**src/logic/prpc_pkg.sv**
```systemverilog
package prpc_pkg;

   ////////////////////////////////////////////////////////////////////////////
   // Address map
   localparam logic [31:0] REMAP_BASE = 32'h4001_0000;
   localparam logic [31:0] REMAP_CFG_OFS = 32'h0000_0004;
   localparam logic [31:0] PORT_BASE = 32'h4001_0800;
   localparam logic [31:0] PORT_STRIDE = 32'h0000_0400;
   localparam logic [31:0] CTL0_OFS = 32'h0000_0000;
   localparam logic [31:0] ISTAT_OFS = 32'h0000_0008;
   localparam int NUM_PORTS = 5;
   localparam int NUM_PINS = 8;
   localparam int PORT_C = 2;

   ////////////////////////////////////////////////////////////////////////////
   // Reset values and masks
   localparam logic [31:0] CTL0_RESET = 32'h4444_4444;
   localparam logic [31:0] REMAP_RESET = 32'h0000_0000;
   localparam logic [31:0] REMAP_WMASK = 32'h1741_7FFB;
   localparam logic [31:0] ZERO_WORD = 32'h0000_0000;

   ////////////////////////////////////////////////////////////////////////////
   // Remap register field positions
   localparam int SPI0_BIT = 0;
   localparam int I2C0_BIT = 1;
   localparam int USART1_BIT = 3;
   localparam int USART2_LSB = 4;
   localparam int TIM0_LSB = 6;
   localparam int TIM1_LSB = 8;
   localparam int TIM2_LSB = 10;
   localparam int TIM3_BIT = 12;
   localparam int CAN0_LSB = 13;
   localparam int T4CH3_BIT = 16;
   localparam int CAN1_BIT = 22;
   localparam int SWJ_LSB = 24;
   localparam int SPI2_BIT = 28;

   ////////////////////////////////////////////////////////////////////////////
   // Codes
   localparam logic [2:0] DBG_ALL_ON = 3'h0;
   localparam logic [2:0] DBG_NO_RST = 3'h1;
   localparam logic [2:0] DBG_ALL_OFF = 3'h4;
   localparam logic [4:0] DBG_NONE_FREE = 5'h00;
   localparam logic [4:0] DBG_RST_FREE = 5'h10;
   localparam logic [4:0] DBG_ALL_FREE = 5'h1F;
   localparam int DBG_RST_IDX = 4;
   // Legal codes of each timer selector, one bit per code
   localparam logic [3:0][3:0] TIM_CODE_OK = {4'h3, 4'hD, 4'hF, 4'hB};
   localparam logic [1:0] TIM0_UNUSED = 2'h2;
   localparam logic [1:0] U2_NONE_CODE = 2'h2;

   ////////////////////////////////////////////////////////////////////////////
   // Pin field layout and codes
   localparam int FIELD_W = 4;
   localparam int MODE_LSB = 0;
   localparam int CFG_LSB = 2;
   localparam logic [1:0] MODE_IN = 2'h0;
   localparam logic [1:0] CFG_ANALOG = 2'h0;
   localparam logic [1:0] CFG_PULL = 2'h2;
   localparam int CFG_OD_BIT = 0;
   localparam int CFG_AF_BIT = 1;

   typedef enum logic [1:0] {U2_PORT_B, U2_PORT_C, U2_PORT_D, U2_NONE} prpc_u2_loc_t;
   typedef enum logic [1:0] {CAN_PA, CAN_PB, CAN_PD, CAN_NONE} prpc_can_loc_t;
   typedef enum logic [1:0] {XPIN_GPIO, XPIN_OSC, XPIN_ANALOG} prpc_xpin_t;

   typedef struct packed {
      logic analog;
      logic in_en;
      logic pull_en;
      logic out_en;
      logic af_drive;
      logic open_drain;
      logic [1:0] speed;
   } prpc_pad_t;

   typedef struct packed {
      logic [4:0] debug_free;
      logic [3:0][1:0] tim_code;
      logic [3:0] tim_routed;
      logic tim4_ch3_osc;
      logic usart1_on_pd;
      prpc_u2_loc_t usart2_loc;
      logic i2c0_on_pb8;
      logic spi0_remapped;
      logic spi2_remapped;
      prpc_can_loc_t can0_loc;
      logic can1_remapped;
      prpc_xpin_t pc14_15;
      prpc_xpin_t pd0_1;
   } prpc_route_t;

endpackage : prpc_pkg

```
**src/logic/prpc_pin_decode.sv**
```systemverilog
`timescale 1ns/1ps
`default_nettype none

module prpc_pin_decode (
   input wire logic [31:0] ctl,
   output prpc_pkg::prpc_pad_t [prpc_pkg::NUM_PINS-1:0] pads
);
   import prpc_pkg::*;

   for (genvar i = 0; i < NUM_PINS; i++) begin : g_pin
      logic [1:0] mode;
      logic [1:0] cfg;
      logic is_in;
      assign mode = ctl[i*FIELD_W+MODE_LSB +: 2];
      assign cfg = ctl[i*FIELD_W+CFG_LSB +: 2];
      assign is_in = (mode == MODE_IN);
      assign pads[i].speed = mode;
      assign pads[i].analog = is_in && (cfg == CFG_ANALOG);
      assign pads[i].pull_en = is_in && (cfg == CFG_PULL);
      assign pads[i].in_en = !(is_in && (cfg == CFG_ANALOG));
      assign pads[i].out_en = !is_in;
      assign pads[i].af_drive = !is_in && cfg[CFG_AF_BIT];
      assign pads[i].open_drain = !is_in && cfg[CFG_OD_BIT];
   end

endmodule : prpc_pin_decode
`default_nettype wire

```
**src/logic/prpc_top.sv**
```systemverilog
// Overview of operation
// - Debug setting 000 keeps all, 001 frees reset pin, 100 frees all.
// - Reset leaves the debug port fully enabled, setting 000.
// - Debug reset pin stays reserved while asynchronous trace runs.
// - Each timer 0..3 selector picks pin set; unused codes unrouted.
// - Timer 4 channel 3 takes port A3 or internal 40 kHz oscillator.
// - Serial 1 remap moves its five signals from A0..A4 to D3..D7.
// - Serial 2 code 01 moves data/clock to C10..C12, flow stays B13/B14.
// - Serial 2 code 11 puts all five signals on D8..D12.
// - First I2C sits on B6/B7, or B8/B9 when remapped.
// - SPI0 moves to A15,B3..B5; SPI2 moves to A4,C10..C12.
// - CAN0 code picks A11/12, B8/9 or D0/1; CAN1 bit picks pins.
// - Low-speed crystal pins are GPIO only while that oscillator is off.
// - Standby or battery supply forces those pins into analog mode.
// - High-speed crystal pins are GPIO D0/D1 only while oscillator off.
// - Remap block at 0x4001_0000, ports every 0x400 from 0x4001_0800.
// - Pin y config at bits 4y+3:4y+2, mode at bits 4y+1:4y.
// - Mode 00 input, 01 10 MHz, 10 2 MHz, 11 50 MHz output.
// - Input config: analog, floating, pull up/down, reserved.
// - Output config: GPIO push-pull/open-drain, AF push-pull/open-drain.
// - Control register 0 at offset 0x00, read/write, resets 0x4444_4444.
// - Analog pin disables pulls, driver, trigger; its input status is 0.
// - Registers reached through a peripheral-bus slave interface.
`timescale 1ns/1ps
`default_nettype none

module prpc_top (
   input wire logic clk,
   input wire logic nrst,
   input wire logic ce,
   input wire logic psel,
   input wire logic penable,
   input wire logic pwrite,
   input wire logic [31:0] paddr,
   input wire logic [31:0] pwdata,
   output logic [31:0] prdata,
   output logic pready,
   output logic pslverr,
   input wire logic trace_async_on,
   input wire logic low_speed_crystal_on,
   input wire logic core_off_standby,
   input wire logic vbat_supply,
   input wire logic high_speed_crystal_on,
   input wire logic [prpc_pkg::NUM_PORTS-1:0][prpc_pkg::NUM_PINS-1:0] pad_in,
   output prpc_pkg::prpc_route_t route,
   output prpc_pkg::prpc_pad_t [prpc_pkg::NUM_PORTS-1:0][prpc_pkg::NUM_PINS-1:0] pad_ctrl,
   output logic [prpc_pkg::NUM_PORTS-1:0][prpc_pkg::NUM_PINS-1:0] input_status
);
   import prpc_pkg::*;

   ////////////////////////////////////////////////////////////////////////////
   // Address decode

   function automatic logic addr_hit(input logic [31:0] a, input logic [31:0] base,
                                     input logic [31:0] ofs);
      return a == (base + ofs);
   endfunction : addr_hit

   function automatic logic [31:0] port_base(input int p);
      return PORT_BASE + 32'(p) * PORT_STRIDE;
   endfunction : port_base

   logic [31:0] remap_reg;
   logic [31:0] remap_next;
   logic [NUM_PORTS-1:0][31:0] ctl_reg;
   logic [NUM_PORTS-1:0][31:0] ctl_next;
   logic pready_reg;
   logic pslverr_reg;
   logic [31:0] prdata_reg;
   logic [31:0] rdata_next;
   logic err_next;
   logic access;
   prpc_route_t route_reg;
   prpc_route_t route_next;
   prpc_pad_t [NUM_PORTS-1:0][NUM_PINS-1:0] pad_reg;
   prpc_pad_t [NUM_PORTS-1:0][NUM_PINS-1:0] pad_dec;
   logic [NUM_PORTS-1:0][NUM_PINS-1:0] istat_reg;
   logic [NUM_PORTS-1:0][NUM_PINS-1:0] analog_mask;

   assign access = ce && psel && penable && !pready_reg;

   always_comb begin
      rdata_next = ZERO_WORD;
      err_next = 1'b1;
      remap_next = remap_reg;
      if (addr_hit(paddr, REMAP_BASE, REMAP_CFG_OFS)) begin
         err_next = 1'b0;
         rdata_next = remap_reg;
         if (access && pwrite) begin
            remap_next = pwdata & REMAP_WMASK;
         end
      end
      for (int p = 0; p < NUM_PORTS; p++) begin
         ctl_next[p] = ctl_reg[p];
         if (addr_hit(paddr, port_base(p), CTL0_OFS)) begin
            err_next = 1'b0;
            rdata_next = ctl_reg[p];
            if (access && pwrite) begin
               ctl_next[p] = pwdata;
            end
         end
         if (addr_hit(paddr, port_base(p), ISTAT_OFS)) begin
            err_next = 1'b0;
            rdata_next = {24'h00_0000, istat_reg[p]};
         end
      end
   end

   always_ff @(posedge clk) begin
      if (!nrst) begin
         pready_reg <= 1'b0;
         pslverr_reg <= 1'b0;
         prdata_reg <= ZERO_WORD;
      end else if (ce) begin
         pready_reg <= access;
         pslverr_reg <= access && err_next;
         prdata_reg <= (access && !pwrite) ? rdata_next : ZERO_WORD;
      end
   end

   ////////////////////////////////////////////////////////////////////////////
   // Configuration registers

   always_ff @(posedge clk) begin
      if (!nrst) begin
         remap_reg <= REMAP_RESET;
      end else if (ce) begin
         remap_reg <= remap_next;
      end
   end

   always_ff @(posedge clk) begin
      if (!nrst) begin
         ctl_reg <= {NUM_PORTS{CTL0_RESET}};
      end else if (ce) begin
         ctl_reg <= ctl_next;
      end
   end

   ////////////////////////////////////////////////////////////////////////////
   // Route decode

   always_comb begin
      logic [1:0] code;
      code = 2'h0;
      route_next = '0;
      case (remap_next[SWJ_LSB +: 3])
         DBG_NO_RST: route_next.debug_free = DBG_RST_FREE;
         DBG_ALL_OFF: route_next.debug_free = DBG_ALL_FREE;
         default: route_next.debug_free = DBG_NONE_FREE;
      endcase
      if (trace_async_on) begin
         route_next.debug_free[DBG_RST_IDX] = 1'b0;
      end
      route_next.tim_code[0] = remap_next[TIM0_LSB +: 2];
      route_next.tim_code[1] = remap_next[TIM1_LSB +: 2];
      route_next.tim_code[2] = remap_next[TIM2_LSB +: 2];
      route_next.tim_code[3] = {1'b0, remap_next[TIM3_BIT]};
      for (int t = 0; t < 4; t++) begin
         code = route_next.tim_code[t];
         route_next.tim_routed[t] = TIM_CODE_OK[t][code];
      end
      route_next.tim4_ch3_osc = remap_next[T4CH3_BIT];
      route_next.usart1_on_pd = remap_next[USART1_BIT];
      case (remap_next[USART2_LSB +: 2])
         2'h0: route_next.usart2_loc = U2_PORT_B;
         2'h1: route_next.usart2_loc = U2_PORT_C;
         2'h3: route_next.usart2_loc = U2_PORT_D;
         default: route_next.usart2_loc = U2_NONE;
      endcase
      route_next.i2c0_on_pb8 = remap_next[I2C0_BIT];
      route_next.spi0_remapped = remap_next[SPI0_BIT];
      route_next.spi2_remapped = remap_next[SPI2_BIT];
      case (remap_next[CAN0_LSB +: 2])
         2'h0: route_next.can0_loc = CAN_PA;
         2'h2: route_next.can0_loc = CAN_PB;
         2'h3: route_next.can0_loc = CAN_PD;
         default: route_next.can0_loc = CAN_NONE;
      endcase
      route_next.can1_remapped = remap_next[CAN1_BIT];
      if (core_off_standby || vbat_supply) begin
         route_next.pc14_15 = XPIN_ANALOG;
      end else if (low_speed_crystal_on) begin
         route_next.pc14_15 = XPIN_OSC;
      end else begin
         route_next.pc14_15 = XPIN_GPIO;
      end
      route_next.pd0_1 = high_speed_crystal_on ? XPIN_OSC : XPIN_GPIO;
   end

   always_ff @(posedge clk) begin
      if (!nrst) begin
         route_reg <= '0;
      end else if (ce) begin
         route_reg <= route_next;
      end
   end

   ////////////////////////////////////////////////////////////////////////////
   // Pad decode and input status

   for (genvar p = 0; p < NUM_PORTS; p++) begin : g_port
      prpc_pin_decode u_dec (
         .ctl(ctl_next[p]),
         .pads(pad_dec[p])
      );
      for (genvar i = 0; i < NUM_PINS; i++) begin : g_mask
         assign analog_mask[p][i] = pad_reg[p][i].analog;
      end
   end

   always_ff @(posedge clk) begin
      if (!nrst) begin
         pad_reg <= '0;
      end else if (ce) begin
         pad_reg <= pad_dec;
      end
   end

   always_ff @(posedge clk) begin
      if (!nrst) begin
         istat_reg <= '0;
      end else if (ce) begin
         for (int p = 0; p < NUM_PORTS; p++) begin
            for (int i = 0; i < NUM_PINS; i++) begin
               istat_reg[p][i] <= pad_in[p][i] && !pad_dec[p][i].analog;
            end
         end
      end
   end

   assign prdata = prdata_reg;
   assign pready = pready_reg;
   assign pslverr = pslverr_reg;
   assign route = route_reg;
   assign pad_ctrl = pad_reg;
   assign input_status = istat_reg;
endmodule : prpc_top
`default_nettype wire
```
**config.mk**
```make
export PLATFORM = sky130hd
export DESIGN_NAME = prpc_top
export DESIGN_NICKNAME = d
export VERILOG_FILES = /design/src/logic/prpc_pkg.sv /design/src/logic/prpc_pin_decode.sv /design/src/logic/prpc_top.sv
export SDC_FILE = /design/constraint.sdc
export NUM_CORES = 1
export LEC_CHECK = 0
export BUFFER_PORTS_ARGS = -buffer_cell sky130_fd_sc_hd__clkbuf_2
export CORE_ASPECT_RATIO = 1.2
export CORE_MARGIN = 5
export CORE_UTILIZATION = 30
export CTS_BUF_LIST = sky130_fd_sc_hd__clkbuf_8
export CTS_CLUSTER_DIAMETER = 200
export CTS_CLUSTER_SIZE = 14
export DETAILED_ROUTE_END_ITERATION = 6
export MAX_ROUTING_LAYER = met4
export SLEW_MARGIN = 0
export SYNTH_ARGS = -nofsm -noshare
export SYNTH_HDL_FRONTEND = slang
export SYNTH_HIERARCHICAL = 1
export SYNTH_SLANG_ARGS = --single-unit
export TNS_END_PERCENT = 10
```
**constraint.sdc**
```tcl
create_clock -name clk -period 4.5 [get_ports clk]
set_clock_uncertainty 0.15 [all_clocks]
set_input_delay 0.45 -clock clk [delete_from_list [all_inputs] [get_ports clk]]
set_output_delay 0.45 -clock clk [all_outputs]
set_load 0.02 [all_outputs]
```
==> results_dict.tcl <==
set metrics [dict create \
    count_of_flip_flops_with_a_built_in_enable_after_synthesis 0 \
    arrival_ns 3.98 \
    layout.cells.non_filler 4533 \
    routed_via_density 5.036 \
    globalplace.congestion 0.8827 \
    drc 0 \
    r2r_slack_ns 1.20 \
    setup.worst_path.start "paddr[5]" \
    cells_taking_the_most_area_after_synthesis "sky130_fd_sc_hd__dfxtp_1 44%, sky130_fd_sc_hd__mux2i_1 13%, sky130_fd_sc_hd__nand2_1 8.3%" \
    yosys.area.top_type_share_pct 43.54 \
    synthesis.area_per_instance_um2 9.029 \
    worstPathCellList "clkbuf_2, nor4_2, nand2_1, or4_1, nor3_4, buf_4, nand2_1, nand2_1, nor4b_1, mux2i_1, nor2b_1" \
    global_route_wire_length_before_repair_mm 157.0 \
    criticalPathCategory "in -> reg" \
    grt_antenna_before_repair 6 \
    first_global_vias 21542 \
    logic_gate_share_of_total_power_pct 8.6 \
    die-area_mm2 0.09562 \
    max_clock_freq_ghz 0.2859 \
    timing.max_slew.rel_slack_pct 18.06 \
    synth_seq_area_share_pct 43.54 \
    area_growth_syn_to_layout_pct 16.24 \
    final_critical_path_setup_slack_ns 1.003 \
    asyncSetResetFlopFracSynth_pct 0 \
    cts_buffer_depth 3 \
    maximum_number_of_pins_on_one_net_before_global_route_repair 231 \
    drtAntennaViolNets 0 \
    whs_ns 0.08041 \
    power_per_cell_area_mw_per_mm2 285.0 \
    grt_setup_unrepaired "false" \
    number_of_flip_flops_under_the_largest_register_name 320 \
    drt-total-wl_mm 112.8 \
    clockRootBuffer "sky130_fd_sc_hd__clkbuf_8" \
    total_neg_setup_slack_ns 0 \
    synth_cell_types 64 \
    post_synth_instance_area_mm2 0.02685 \
    leakage_nw 13.49 \
    final-hold-violation-count 0 \
    ctsHtreeMaxLevel 2 \
    yosysWarnings 6 \
    crit_family "simple AND/OR/NAND/NOR gates" \
    placed_area_mm2 0.03003 \
    layout.cells.most_common_list "591 x sky130_fd_sc_hd__nand2_1, 584 x sky130_fd_sc_hd__dfxtp_1, 535 x sky130_fd_sc_hd__clkbuf_2" \
    fraction_of_layout_instances_using_a_drive_strength_above_1_pct 20.32 \
    global_route.overflow_total 0 \
    synth_top_flop_cell "sky130_fd_sc_hd__dfxtp_1" \
    crit_path_top_delay_cell "sky130_fd_sc_hd__or4_1" \
    worst_setup_path_end_kind "register" \
    min_period_over_period_pct 77.72 \
    clkSlewWorstSetupHoldPaths_ns 0.11 \
    finish.instance_area_mm2 0.03121 \
    cts.sink_count 584 \
    cts_tree "done" \
    portBuffers 537 \
    clkLatencyLatePin_ns 0.70 \
    fp.dieH_um 337.7 \
    worstPathMaxFanout 20 \
    vdd_ir_drop_max_uv 177.7 \
    dp_slack_ns 0.2788 \
    final_max_slew_viol_count 0 \
    io_pins 540 \
    path_buf_inv 2 \
    first_pass_iters 6 \
    pwr-share-clk_pct 32.3 \
    post-synth-top-area-cell "sky130_fd_sc_hd__dfxtp_1" \
    place.detailed.instances 4432 \
    internal_power_w 0.006520 \
    dp_hpwl_mm 84.92 \
    placementRows 120 \
    syn_inst 2974 \
    timing.critical_path.slowest_cell_delay_ns 0.80 \
    cp.required_ns 4.98 \
    final_net_count 3484 \
    p_sw_w 0.002376 \
    grt_use_total_pct 22.95 \
    initialDrtViolationCount 1780 \
    min-delay-path-class "in -> reg" \
    sw_frac_of_total_pct 26.71 \
    via_count 22830 \
    core_area_mm2 0.08904 \
    routed_wire_length_per_instance_um 24.89 \
    cpMostUsedCell "sky130_fd_sc_hd__nand2_1" \
    cts-buffers-inserted 47 \
    r2r-start "pready" \
    max_cap_violations 0 \
    worst_hold_startpoint "pwdata[2]" \
    crit_start_category "input pin" \
    ys_ff_latch 584 \
    worstMarginPinSlew_ns 1.229 \
    min_period_ns 3.498 \
    share_seq_of_total_power_pct 59.1 \
    initial_utilization_pct 30.16 \
    most_common_cell_after_layout_fill_and_taps_aside "sky130_fd_sc_hd__nand2_1" \
    cts_resized 0 \
    run_status "finished, final reports clean" \
    finalSetupViolations 0 \
    floorplan.die.width_um 283.1 \
]
metal layers:
metal | vias to the layer above | routed length [µm] | GRT usage, % | share of wire, %
li1 | 10907 | - | - | -
met1 | 10984 | 47430 | 28.28 | 42
met2 | 784 | 54950 | 38.91 | 49
met3 | 155 | 6680 | 3.742 | 5.9
met4 | 0 | 3760 | 7.014 | 3.3
met5 | - | 0 | - | 0
power groups by stage:
stage	Sequential (W)	Combinational, W	Clock (W)
2_1_floorplan	0.00542	0.000354	0
3_3_place_gp	0.00538	0.000729	0
3_5_place_dp	0.00538	0.000729	0
4_1_cts	0.00526	0.000764	0.00300
5_1_grt	0.00527	0.000799	0.00316
6_report	0.00526	0.000761	0.00287
repair_timing:
action | in CTS | in global routing
endpoints found under the hold margin | 46 | 0
hold buffers | 47 | 0
buffers inserted | 0 | 0
area by class of cell:
cell class | instances | area [µm²]
multi-input cells | 2072 | 13600
clock buffers | 48 | 660.6
diodes | 3 | 7.507
inverters | 23 | 86.33
fillers | 9233 | 57820
well taps | 1159 | 1450
flip-flops and latches | 584 | 11690
repair buffers | 641 | 3669
clock inverters | 3 | 46.29
metrics by stage:
stage          util, %  power (W)
2_1_floorplan        -   0.005776
3_3_place_gp     33.73   0.006112
3_5_place_dp     33.73   0.006111
4_1_cts          35.05   0.009024
5_1_grt          35.06   0.009231
6_report         35.06   0.008896
Yosys cell counts, types with 15 or more instances:
cell type / instances
sky130_fd_sc_hd__nand2_1: 591
sky130_fd_sc_hd__dfxtp_1: 584
sky130_fd_sc_hd__mux2i_1: 341
sky130_fd_sc_hd__nor2b_1: 327
sky130_fd_sc_hd__clkbuf_1: 157
sky130_fd_sc_hd__a21boi_1: 110
sky130_fd_sc_hd__buf_4: 101
sky130_fd_sc_hd__o21a_1: 81
sky130_fd_sc_hd__a21boi_0: 62
sky130_fd_sc_hd__o21ai_0: 53
sky130_fd_sc_hd__or4_1: 46
sky130_fd_sc_hd__nand3_1: 45
sky130_fd_sc_hd__nand3b_1: 43
sky130_fd_sc_hd__nor4_1: 42
sky130_fd_sc_hd__nor4b_1: 41
sky130_fd_sc_hd__or2_1: 41
sky130_fd_sc_hd__a22o_1: 33
sky130_fd_sc_hd__nor2_1: 33
sky130_fd_sc_hd__buf_1: 23
sky130_fd_sc_hd__inv_1: 22
sky130_fd_sc_hd__a32oi_1: 15
worst min-delay path: cells and delay by family:
kind,cells,cell delay [ns]
buf+inv,1,0.23
simple gates,2,0.21
worst paths after layout:
check	depth (start not counted)	endpoint
hold reg to reg	2	route[14]
setup / recovery	11	pad_ctrl[125]
setup reg to reg	10	pad_ctrl[125]
hold / removal	3	ctl_reg[66]
cells by family after synthesis:
logic type	count (synthesis)	synth area share [%]
buf+inv	319	6.011
compound gates	426	11.78
mux	354	13.30
flops	584	43.54
other cells	1	0.01396
xor+xnor	6	0.1957
simple gates	1284	25.17
(Power assumes the default switching activity.)
